<file path="src/include/counter_array_pkg.sv">
package counter_array_pkg;

    // Register offsets on the plain register port
    localparam logic [7:0] OFS_COUNTER_MODE = 8'h00;
    localparam logic [7:0] OFS_COUNTER_CONTROL = 8'h01;
    localparam logic [7:0] OFS_COUNT_LOW = 8'h02;
    localparam logic [7:0] OFS_COUNT_HIGH = 8'h03;
    localparam logic [7:0] OFS_MODULE_MODE_BASE = 8'h08;
    localparam logic [7:0] OFS_CAPTURE_LOW_BASE = 8'h10;
    localparam logic [7:0] OFS_CAPTURE_HIGH_BASE = 8'h18;

    // counter_mode_reg fields
    localparam int IDLE_HALT_BIT = 7;
    localparam int WATCHDOG_ENABLE_BIT = 6;
    localparam int SOURCE_SELECT_HI_BIT = 2;
    localparam int SOURCE_SELECT_LO_BIT = 1;
    localparam int OVERFLOW_IRQ_ENABLE_BIT = 0;
    localparam logic [7:0] COUNTER_MODE_MASK = 8'hc7;

    // counter_control_reg fields
    localparam int OVERFLOW_FLAG_BIT = 7;
    localparam int RUN_CONTROL_BIT = 6;

    // module_mode_reg fields
    localparam int COMPARATOR_ENABLE_BIT = 6;
    localparam int RISE_EDGE_ENABLE_BIT = 5;
    localparam int FALL_EDGE_ENABLE_BIT = 4;
    localparam int COMPARE_HIT_FLAG_ENABLE_BIT = 3;
    localparam int INVERT_OUTPUT_ON_HIT_BIT = 2;
    localparam int MODULATION_BIT = 1;
    localparam int MODULE_IRQ_ENABLE_BIT = 0;
    localparam logic [7:0] MODULE_MODE_MASK = 8'h7f;

    // Reset values
    localparam logic [7:0] RESET_BYTE = 8'h00;
    localparam logic [15:0] RESET_COUNT = 16'h0000;

    // Port 1 pin positions
    localparam int EXT_COUNT_PIN = 2;
    localparam int MODULE_PIN_BASE = 3;
    localparam int NUM_MODULES = 5;
    localparam int WATCHDOG_MODULE = 4;

    // Prescaler: clock / 6 and clock / 2 from one mod-6 counter
    localparam logic [2:0] PRESCALE_LAST = 3'h5;
    localparam logic [2:0] PRESCALE_ZERO = 3'h0;

    typedef enum logic [1:0] {
        SRC_CLK_DIV6 = 2'h0,
        SRC_CLK_DIV2 = 2'h1,
        SRC_TIMER0_OVERFLOW = 2'h2,
        SRC_EXTERNAL_INPUT = 2'h3
    } count_source_e;

endpackage

</file>
<file path="src/logic/pin_edge_sync.sv">
`timescale 1ns/1ps
`default_nettype none
module pin_edge_sync #(
    parameter int WIDTH = 6
) (
    input wire logic clk_sys,
    input wire logic reset_n,
    input wire logic [WIDTH-1:0] pins,
    output logic [WIDTH-1:0] level,
    output logic [WIDTH-1:0] rise,
    output logic [WIDTH-1:0] fall
);

    typedef struct packed {
        logic [WIDTH-1:0] meta;
        logic [WIDTH-1:0] stable;
        logic [WIDTH-1:0] prev;
    } sync_s;

    sync_s state_q;
    sync_s state_d;

    always_comb begin
        state_d = state_q;
        state_d.meta = pins;
        state_d.stable = state_q.meta;
        state_d.prev = state_q.stable;
    end

    always_ff @(posedge clk_sys or negedge reset_n) begin
        if (!reset_n) begin
            // Idle pins sit high, so resetting low would fake a rising edge
            state_q <= '1;
        end else begin
            state_q <= state_d;
        end
    end

    // Edges judged from the two settled samples only
    assign level = state_q.stable;
    assign rise = state_q.stable & ~state_q.prev;
    assign fall = ~state_q.stable & state_q.prev;

endmodule
`default_nettype wire

</file>
<file path="src/logic/capture_compare_channel.sv">
`timescale 1ns/1ps
`default_nettype none
module capture_compare_channel (
    input wire logic clk_sys,
    input wire logic reset_n,
    input wire logic [15:0] count,
    input wire logic fresh,
    input wire logic low_wrap,
    input wire logic pin_rise,
    input wire logic pin_fall,
    input wire logic wr_mode,
    input wire logic wr_low,
    input wire logic wr_high,
    input wire logic [7:0] wdata,
    output logic [7:0] mode,
    output logic [7:0] capture_low,
    output logic [7:0] capture_high,
    output logic level,
    output logic drives,
    output logic event_pulse,
    output logic match_pulse
);

    typedef struct packed {
        logic [7:0] mode;
        logic [7:0] low;
        logic [7:0] high;
        logic level;
        logic event_hit;
        logic match;
    } channel_s;

    channel_s state_q;
    channel_s state_d;
    logic cmp_on;
    logic pwm_on;
    logic equal;
    logic capture;

    always_comb begin
        cmp_on = state_q.mode[counter_array_pkg::COMPARATOR_ENABLE_BIT];
        pwm_on = cmp_on & state_q.mode[counter_array_pkg::MODULATION_BIT];
        equal = ({state_q.high, state_q.low} == count);
        capture = (pin_rise & state_q.mode[counter_array_pkg::RISE_EDGE_ENABLE_BIT])
            | (pin_fall & state_q.mode[counter_array_pkg::FALL_EDGE_ENABLE_BIT]);
        state_d = state_q;
        state_d.event_hit = 1'b0;
        state_d.match = 1'b0;
        if (wr_mode) begin
            state_d.mode = wdata & counter_array_pkg::MODULE_MODE_MASK;
        end
        if (wr_low) begin
            state_d.low = wdata;
        end
        if (wr_high) begin
            state_d.high = wdata;
        end
        // Only a freshly advanced count matches, so a stopped counter hits once
        if (cmp_on && !pwm_on && fresh && equal) begin
            state_d.match = 1'b1;
            if (state_q.mode[counter_array_pkg::COMPARE_HIT_FLAG_ENABLE_BIT]) begin
                state_d.event_hit = 1'b1;
            end
            if (state_q.mode[counter_array_pkg::INVERT_OUTPUT_ON_HIT_BIT]) begin
                state_d.level = ~state_q.level;
            end
        end
        if (capture) begin
            state_d.low = count[7:0];
            state_d.high = count[15:8];
            state_d.event_hit = 1'b1;
        end
        if (pwm_on) begin
            state_d.level = (count[7:0] >= state_q.low);
            // Reload on low byte wrap keeps the duty change glitch free
            if (low_wrap) begin
                state_d.low = state_q.high;
            end
        end
    end

    always_ff @(posedge clk_sys or negedge reset_n) begin
        if (!reset_n) begin
            state_q <= '0;
        end else begin
            state_q <= state_d;
        end
    end

    assign mode = state_q.mode;
    assign capture_low = state_q.low;
    assign capture_high = state_q.high;
    assign level = state_q.level;
    assign drives = state_q.mode[counter_array_pkg::COMPARATOR_ENABLE_BIT]
        & (state_q.mode[counter_array_pkg::INVERT_OUTPUT_ON_HIT_BIT]
        | state_q.mode[counter_array_pkg::MODULATION_BIT]);
    assign event_pulse = state_q.event_hit;
    assign match_pulse = state_q.match;

endmodule
`default_nettype wire

</file>
<file path="src/logic/programmable_counter_array.sv">
// The register addresses and the plain strobed port were decided locally.
`timescale 1ns/1ps
`default_nettype none
module programmable_counter_array (
    input wire logic clk_sys,
    input wire logic reset_n,
    input wire logic [7:0] reg_addr,
    input wire logic [7:0] reg_wdata,
    input wire logic reg_wr,
    input wire logic reg_rd,
    output logic [7:0] reg_rdata,
    input wire logic idle_mode,
    input wire logic timer0_overflow,
    input wire logic [7:0] port_in,
    input wire logic [7:0] gpio_out,
    input wire logic [7:0] gpio_oe,
    output logic [7:0] port_out,
    output logic [7:0] port_oe,
    output logic irq,
    output logic watchdog_reset
);

    localparam int N = counter_array_pkg::NUM_MODULES;
    localparam int SYNC_W = 8 - counter_array_pkg::EXT_COUNT_PIN;

    typedef struct packed {
        logic [7:0] counter_mode_reg;
        logic run_control;
        logic overflow_flag;
        logic [N-1:0] module_event_flags;
        logic [15:0] count;
        logic [2:0] prescale;
        logic fresh;
        logic low_wrap;
        logic irq;
        logic watchdog_reset;
        logic [7:0] rdata;
        logic [7:0] port_out;
        logic [7:0] port_oe;
    } array_s;

    array_s state_q;
    array_s state_d;

    logic [SYNC_W-1:0] pin_rise;
    logic [SYNC_W-1:0] pin_fall;

    logic [N-1:0][7:0] module_mode_reg;
    logic [N-1:0][7:0] capture_low_reg;
    logic [N-1:0][7:0] capture_high_reg;
    logic [N-1:0] module_level;
    logic [N-1:0] module_drives;
    logic [N-1:0] module_event;
    logic [N-1:0] module_match;
    logic [N-1:0] wr_mode;
    logic [N-1:0] wr_low;
    logic [N-1:0] wr_high;

    logic running;
    logic source_tick;
    logic advance;
    logic [1:0] source_sel;
    logic wr_control;
    logic [N-1:0] irq_sources;

    // External count input and module pins share one synchroniser
    pin_edge_sync #(
        .WIDTH(SYNC_W)
    ) u_pin_sync (
        .clk_sys(clk_sys),
        .reset_n(reset_n),
        .pins(port_in[7:counter_array_pkg::EXT_COUNT_PIN]),
        .level(),
        .rise(pin_rise),
        .fall(pin_fall)
    );

    genvar g;
    generate
        for (g = 0; g < N; g = g + 1) begin : g_module
            capture_compare_channel u_channel (
                .clk_sys(clk_sys),
                .reset_n(reset_n),
                .count(state_q.count),
                .fresh(state_q.fresh),
                .low_wrap(state_q.low_wrap),
                .pin_rise(pin_rise[g + 1]),
                .pin_fall(pin_fall[g + 1]),
                .wr_mode(wr_mode[g]),
                .wr_low(wr_low[g]),
                .wr_high(wr_high[g]),
                .wdata(reg_wdata),
                .mode(module_mode_reg[g]),
                .capture_low(capture_low_reg[g]),
                .capture_high(capture_high_reg[g]),
                .level(module_level[g]),
                .drives(module_drives[g]),
                .event_pulse(module_event[g]),
                .match_pulse(module_match[g])
            );
        end
    endgenerate

    // Register write decode
    always_comb begin
        wr_control = reg_wr && (reg_addr == counter_array_pkg::OFS_COUNTER_CONTROL);
        for (int i = 0; i < N; i++) begin
            wr_mode[i] = reg_wr
                && (reg_addr == counter_array_pkg::OFS_MODULE_MODE_BASE + 8'(i));
            wr_low[i] = reg_wr
                && (reg_addr == counter_array_pkg::OFS_CAPTURE_LOW_BASE + 8'(i));
            wr_high[i] = reg_wr
                && (reg_addr == counter_array_pkg::OFS_CAPTURE_HIGH_BASE + 8'(i));
        end
    end

    // Count source and run gating
    always_comb begin
        source_sel = {
            state_q.counter_mode_reg[counter_array_pkg::SOURCE_SELECT_HI_BIT],
            state_q.counter_mode_reg[counter_array_pkg::SOURCE_SELECT_LO_BIT]
        };
        case (counter_array_pkg::count_source_e'(source_sel))
            counter_array_pkg::SRC_CLK_DIV6: begin
                source_tick = (state_q.prescale == counter_array_pkg::PRESCALE_LAST);
            end
            counter_array_pkg::SRC_CLK_DIV2: begin
                source_tick = state_q.prescale[0];
            end
            counter_array_pkg::SRC_TIMER0_OVERFLOW: begin
                source_tick = timer0_overflow;
            end
            counter_array_pkg::SRC_EXTERNAL_INPUT: begin
                // Falling edge of the synchronised external count input
                source_tick = pin_fall[0];
            end
            default: begin
                source_tick = 1'b0;
            end
        endcase
        running = state_q.run_control
            && !(state_q.counter_mode_reg[counter_array_pkg::IDLE_HALT_BIT] && idle_mode);
        advance = running && source_tick;
    end

    // Interrupt sources per module
    always_comb begin
        for (int i = 0; i < N; i++) begin
            irq_sources[i] = state_q.module_event_flags[i]
                & module_mode_reg[i][counter_array_pkg::MODULE_IRQ_ENABLE_BIT];
        end
    end

    always_comb begin
        state_d = state_q;

        // Prescaler free-runs so both divided rates stay in phase
        if (state_q.prescale == counter_array_pkg::PRESCALE_LAST) begin
            state_d.prescale = counter_array_pkg::PRESCALE_ZERO;
        end else begin
            state_d.prescale = state_q.prescale + 3'h1;
        end

        if (reg_wr && reg_addr == counter_array_pkg::OFS_COUNTER_MODE) begin
            state_d.counter_mode_reg = reg_wdata & counter_array_pkg::COUNTER_MODE_MASK;
        end

        // Software can only clear flags; hardware sets below win
        if (wr_control) begin
            state_d.run_control = reg_wdata[counter_array_pkg::RUN_CONTROL_BIT];
            state_d.overflow_flag = state_q.overflow_flag
                & reg_wdata[counter_array_pkg::OVERFLOW_FLAG_BIT];
            state_d.module_event_flags = state_q.module_event_flags
                & reg_wdata[N-1:0];
        end

        state_d.fresh = advance;
        state_d.low_wrap = advance && (state_q.count[7:0] == 8'hff);
        if (advance) begin
            state_d.count = state_q.count + 16'h0001;
            if (state_q.count == 16'hffff) begin
                state_d.overflow_flag = 1'b1;
            end
        end

        // Direct count writes take precedence over the increment
        if (reg_wr && reg_addr == counter_array_pkg::OFS_COUNT_LOW) begin
            state_d.count[7:0] = reg_wdata;
        end
        if (reg_wr && reg_addr == counter_array_pkg::OFS_COUNT_HIGH) begin
            state_d.count[15:8] = reg_wdata;
        end

        state_d.module_event_flags = state_d.module_event_flags | module_event;

        state_d.irq = (state_q.overflow_flag
            & state_q.counter_mode_reg[counter_array_pkg::OVERFLOW_IRQ_ENABLE_BIT])
            | (|irq_sources);

        // Internal reset only; no pin is driven
        state_d.watchdog_reset = module_match[counter_array_pkg::WATCHDOG_MODULE]
            & state_q.counter_mode_reg[counter_array_pkg::WATCHDOG_ENABLE_BIT];

        // Pins pass the port latch unless a module drives them
        state_d.port_out = gpio_out;
        state_d.port_oe = gpio_oe;
        for (int i = 0; i < N; i++) begin
            if (module_drives[i]) begin
                state_d.port_out[counter_array_pkg::MODULE_PIN_BASE + i] = module_level[i];
                state_d.port_oe[counter_array_pkg::MODULE_PIN_BASE + i] = 1'b1;
            end
        end

        // Read data stands one cycle, zero otherwise
        state_d.rdata = counter_array_pkg::RESET_BYTE;
        if (reg_rd) begin
            case (reg_addr)
                counter_array_pkg::OFS_COUNTER_MODE: begin
                    state_d.rdata = state_q.counter_mode_reg;
                end
                counter_array_pkg::OFS_COUNTER_CONTROL: begin
                    state_d.rdata = {state_q.overflow_flag, state_q.run_control, 1'b0,
                        state_q.module_event_flags};
                end
                counter_array_pkg::OFS_COUNT_LOW: begin
                    state_d.rdata = state_q.count[7:0];
                end
                counter_array_pkg::OFS_COUNT_HIGH: begin
                    state_d.rdata = state_q.count[15:8];
                end
                default: begin
                    for (int i = 0; i < N; i++) begin
                        if (reg_addr == counter_array_pkg::OFS_MODULE_MODE_BASE + 8'(i)) begin
                            state_d.rdata = module_mode_reg[i];
                        end
                        if (reg_addr == counter_array_pkg::OFS_CAPTURE_LOW_BASE + 8'(i)) begin
                            state_d.rdata = capture_low_reg[i];
                        end
                        if (reg_addr == counter_array_pkg::OFS_CAPTURE_HIGH_BASE + 8'(i)) begin
                            state_d.rdata = capture_high_reg[i];
                        end
                    end
                end
            endcase
        end
    end

    always_ff @(posedge clk_sys or negedge reset_n) begin
        if (!reset_n) begin
            state_q <= '0;
        end else begin
            state_q <= state_d;
        end
    end

    assign reg_rdata = state_q.rdata;
    assign port_out = state_q.port_out;
    assign port_oe = state_q.port_oe;
    assign irq = state_q.irq;
    assign watchdog_reset = state_q.watchdog_reset;

endmodule
`default_nettype wire

</file>
<file path="config.mk">
export PLATFORM = sky130hd
export DESIGN_NAME = programmable_counter_array
export DESIGN_NICKNAME = d
export VERILOG_FILES = /design/src/include/counter_array_pkg.sv /design/src/logic/pin_edge_sync.sv /design/src/logic/capture_compare_channel.sv /design/src/logic/programmable_counter_array.sv
export SDC_FILE = /design/constraint.sdc
export NUM_CORES = 1
export LEC_CHECK = 0
export BUFFER_PORTS_ARGS = -buffer_cell sky130_fd_sc_hd__buf_4
export CAP_MARGIN = 20
export CORE_MARGIN = 10
export CORE_UTILIZATION = 55
export CTS_CLUSTER_DIAMETER = 100
export DETAILED_ROUTE_END_ITERATION = 10
export GPL_TIMING_DRIVEN = 0
export PLACE_DENSITY = 0.73
export SKIP_CTS_REPAIR_TIMING = 1
export SYNTH_ARGS = -nofsm -noshare
export SYNTH_HDL_FRONTEND = slang
export SYNTH_SLANG_ARGS = --single-unit
</file>
<file path="constraint.sdc">
create_clock -name clk_sys -period 5 [get_ports clk_sys]
set_clock_uncertainty 0.1 [all_clocks]
set_input_delay 0.25 -clock clk_sys [delete_from_list [all_inputs] [get_ports clk_sys]]
set_output_delay 0.25 -clock clk_sys [all_outputs]
set_load 0.02 [all_outputs]
</file>
==> flow_metrics.env <==
export IMPL_status="finished, final reports clean"
export IMPL_dpl_hpwl_um=33300
export IMPL_initial_core_util_pct=56.0
export IMPL_hold_end="reg_rdata[7]$_DFF_PN0_"
export IMPL_clock_latency_ns=0.53
export IMPL_slew_violations=0
export IMPL_tns_ns=0
export IMPL_area_growth_pct=15.0
export IMPL_slowest_stage="clkbuf_1"
export IMPL_ff2ff_path_depth=9
export IMPL_max_slew_margin_pct=19.1
export IMPL_routedWlPerCell_um=28.6
export IMPL_fp_dieW_um=169
export IMPL_die_h_um=169
export IMPL_viasPerCell=6.53
export IMPL_r2r_start="state_q[31]$_DFFE_PN0P_"
export IMPL_synth_main_ff_cell="dfrtp_1"
export IMPL_fin_nets=1472
export IMPL_maxCapViolCount=0
export IMPL_use_met2_pct=48.4
export IMPL_worst_pin_slew_ns=1.21
export IMPL_async_flop_share_pct=100
export IMPL_grt_start_max_net_pins=109
export IMPL_final_common_cell="dfrtp_1"
export IMPL_arrival_ns=3.91
export IMPL_n_antenna_cell=0
export IMPL_rsz0062_at_grt="false"
export IMPL_io_pins=72
export IMPL_setup_viol=0
export IMPL_syn_inst=1275
export IMPL_synth_edf_count=0
export IMPL_ys_warn_count=0
export IMPL_drc_errors=0
export IMPL_syn_mean_instance_area_sq_um=9.62
export IMPL_fin_util_pct=64.4
export IMPL_gp_congestion=1.03
export IMPL_peakVddDrop_v=0.000316
export IMPL_path_cells="clkbuf_1 -> inv_1 -> ha_1 -> nand3_1 -> or4_1 -> nor3_1 -> nand2_1 -> xor2_1 -> a32oi_1"
export IMPL_cts_sinks=203
export IMPL_hold_viol_final=0
export IMPL_design_die_area_sq_mm=0.0287
export IMPL_p_total_mw=5.66
export IMPL_drive_above_1_share_pct=17.2
export IMPL_hp_start="reg_rd"
export IMPL_numCtsBuffers=24
export IMPL_critPathMaxStageDelay_ns=0.59
export IMPL_gr_usage_all_layers_pct=32.6
export IMPL_power_leakage_nw=6.74
export IMPL_core_area_sq_mm=0.0219
export IMPL_powerDensity_mw_per_mm2=401
export IMPL_reg2reg_slack_ns=1.44
export IMPL_cts_tree="built"
export IMPL_grt_antenna_before_repair=3
export IMPL_met1_usage_pct=43.1
export IMPL_end_kind="flip-flop"
export IMPL_portBuffers=59
export IMPL_clockBufferDepth=3
export IMPL_holdPathStages=3
export IMPL_dr_pass1_iters=5
export IMPL_grt_use_met3_pct=8.18
export IMPL_required_ns=5.34
export IMPL_r2r_end="g_module[2].u_channel.level$_DFFE_PN0P_"
export IMPL_top_usage_layer="met2"
export IMPL_worst_hold_path_type="in2reg"
export IMPL_crit_type="reg2reg"
export IMPL_grt_pass1_wl_um=70300
export IMPL_mostFrequentLayoutCells="dfrtp_1 (185), nand2_1 (106), o21ai_0 (92)"
export IMPL_multi_input_area_sq_mm=0.00645
export IMPL_cts_clk_slew_worst_paths_ns=0.06
export IMPL_period_needed_ns=3.56
export IMPL_fin_crit_sh_pct=71.3
export IMPL_startpoint_type="flip-flop"
export IMPL_final_fill_count=1877
export IMPL_num_vias=11000
export IMPL_root_buffer="clkbuf_16"
export IMPL_seq_area_sq_mm=0.00510
export IMPL_max_freq_ghz=0.281
export IMPL_ys_ff_latch=203
export IMPL_grt_pass1_vias=10900
export IMPL_cts_htree_levels=1
export IMPL_drtIter0Drc=1516
export IMPL_syn_area_sq_mm=0.0123
export IMPL_ys_types=72
export IMPL_syn_num_nets=1362
export IMPL_ys_seq_area_share_pct=41.6
export IMPL_rows=54
export IMPL_wirelength_um=48100
export IMPL_crit_fanout=9
export IMPL_drtAntennaViolNets=0
export IMPL_grt_overflow=0
## layer usage
layer / share of wire, % / vias to the layer above
met2: 42 / 705
met5: 0.023 / -
li1: - / 4751
met1: 39 / 5385
met4: 6.4 / 2
met3: 12 / 152
## critical path, delay by kind of cell (launching register included)
family | cells | cell delay (ns)
DFF | 1 | 0.35
buffers and inverters | 2 | 1.14
AOI/OAI and AO/OA | 1 | 0.14
and+or+nand+nor | 4 | 1.14
xor gates and xnor gates | 1 | 0.15
adders and majority gates | 1 | 0.45
## worst max path at each step
stage                                       start                                       to  cells after the start
after detailed placement  state_q[31]$_DFFE_PN0P_  g_module[2].u_channel.level$_DFFE_PN0P_                      9
after global placement    state_q[31]$_DFFE_PN0P_  g_module[2].u_channel.level$_DFFE_PN0P_                      9
after floorplan           state_q[31]$_DFFE_PN0P_  g_module[1].u_channel.level$_DFFE_PN0P_                      9
final                     state_q[31]$_DFFE_PN0P_  g_module[2].u_channel.level$_DFFE_PN0P_                      9
after CTS                 state_q[31]$_DFFE_PN0P_  g_module[2].u_channel.level$_DFFE_PN0P_                      9
after global routing      state_q[37]$_DFFE_PN0P_                  state_q[46]$_DFFE_PN0P_                      6
## cells in the mapped netlist (all sizes together) (4+ instances only)
cell type | number | area share, %
xor2 | 26 | 1.9
clkbuf | 61 | 1.9
xnor2 | 34 | 2.4
ha | 41 | 4.2
nor2 | 92 | 2.9
dfrtp | 185 | 38
o21ai | 98 | 4.0
a31oi | 8 | 0.41
nand4 | 13 | 0.66
mux4 | 5 | 0.92
a311oi | 9 | 0.64
a21oi | 55 | 2.2
o22a | 5 | 0.36
dfstp | 18 | 3.9
nand3b | 5 | 0.31
o221ai | 8 | 0.57
and3 | 14 | 0.71
nand2 | 106 | 3.2
mux2i | 89 | 7.3
buf | 52 | 2.6
or2 | 5 | 0.26
inv | 44 | 1.3
nand3 | 45 | 1.9
nor2b | 16 | 0.82
nand2b | 19 | 0.97
nor3 | 15 | 0.83
a32oi | 5 | 0.36
o211ai | 8 | 0.49
a21o | 36 | 2.2
a211oi | 27 | 1.8
mux2 | 62 | 5.7
nor4 | 5 | 0.31
a2111oi | 4 | 0.45
o22ai | 7 | 0.36
or4 | 4 | 0.24
a22oi | 9 | 0.55
## power by group
| part | total, mW | switching [mW] | internal [mW] |
|---|---|---|---|
| Sequential | 2.43 | 0.446 | 1.98 |
| Clock | 1.75 | 0.701 | 1.05 |
| Combinational | 1.48 | 0.799 | 0.677 |
| Total | 5.66 | 1.95 | 3.71 |
## layout make-up
class	instances	area share (%)
Multi-Input combinational cell	914	45.7
Sequential cell	203	36.2
Timing Repair Buffer	84	5.08
Clock buffer	39	4.95
Buffer	113	3.84
Tap cell	280	2.48
Inverter	45	1.20
Clock inverter	5	0.532
## per-stage QoR
step	setup slack (ns)	instances	area [sq um]	hold slack (ns)
after global routing	1.37	1683	14100	0.0853
after detailed placement	1.60	1616	13100	0.228
after floorplan	2.66	1275	12300	-0.146
after CTS	1.55	1660	13900	-0.309
after global placement	1.59	1614	13100	0.245
final	1.44	1683	14100	0.0751
## logic make-up (layout without fill, tap and decap cells)
| kind of cell | Yosys count | count (layout) | share of synthesized area, % |
|---|---|---|---|
| compound gates | 300 | 300 | 15.9 |
| xor+xnor | 60 | 60 | 4.29 |
| fa+ha+maj | 41 | 41 | 4.18 |
| buf+inv | 158 | 286 | 5.80 |
| flops | 203 | 203 | 41.6 |
| mux | 156 | 156 | 13.9 |
| simple gates | 357 | 357 | 14.3 |
(Power assumes the default switching activity.)
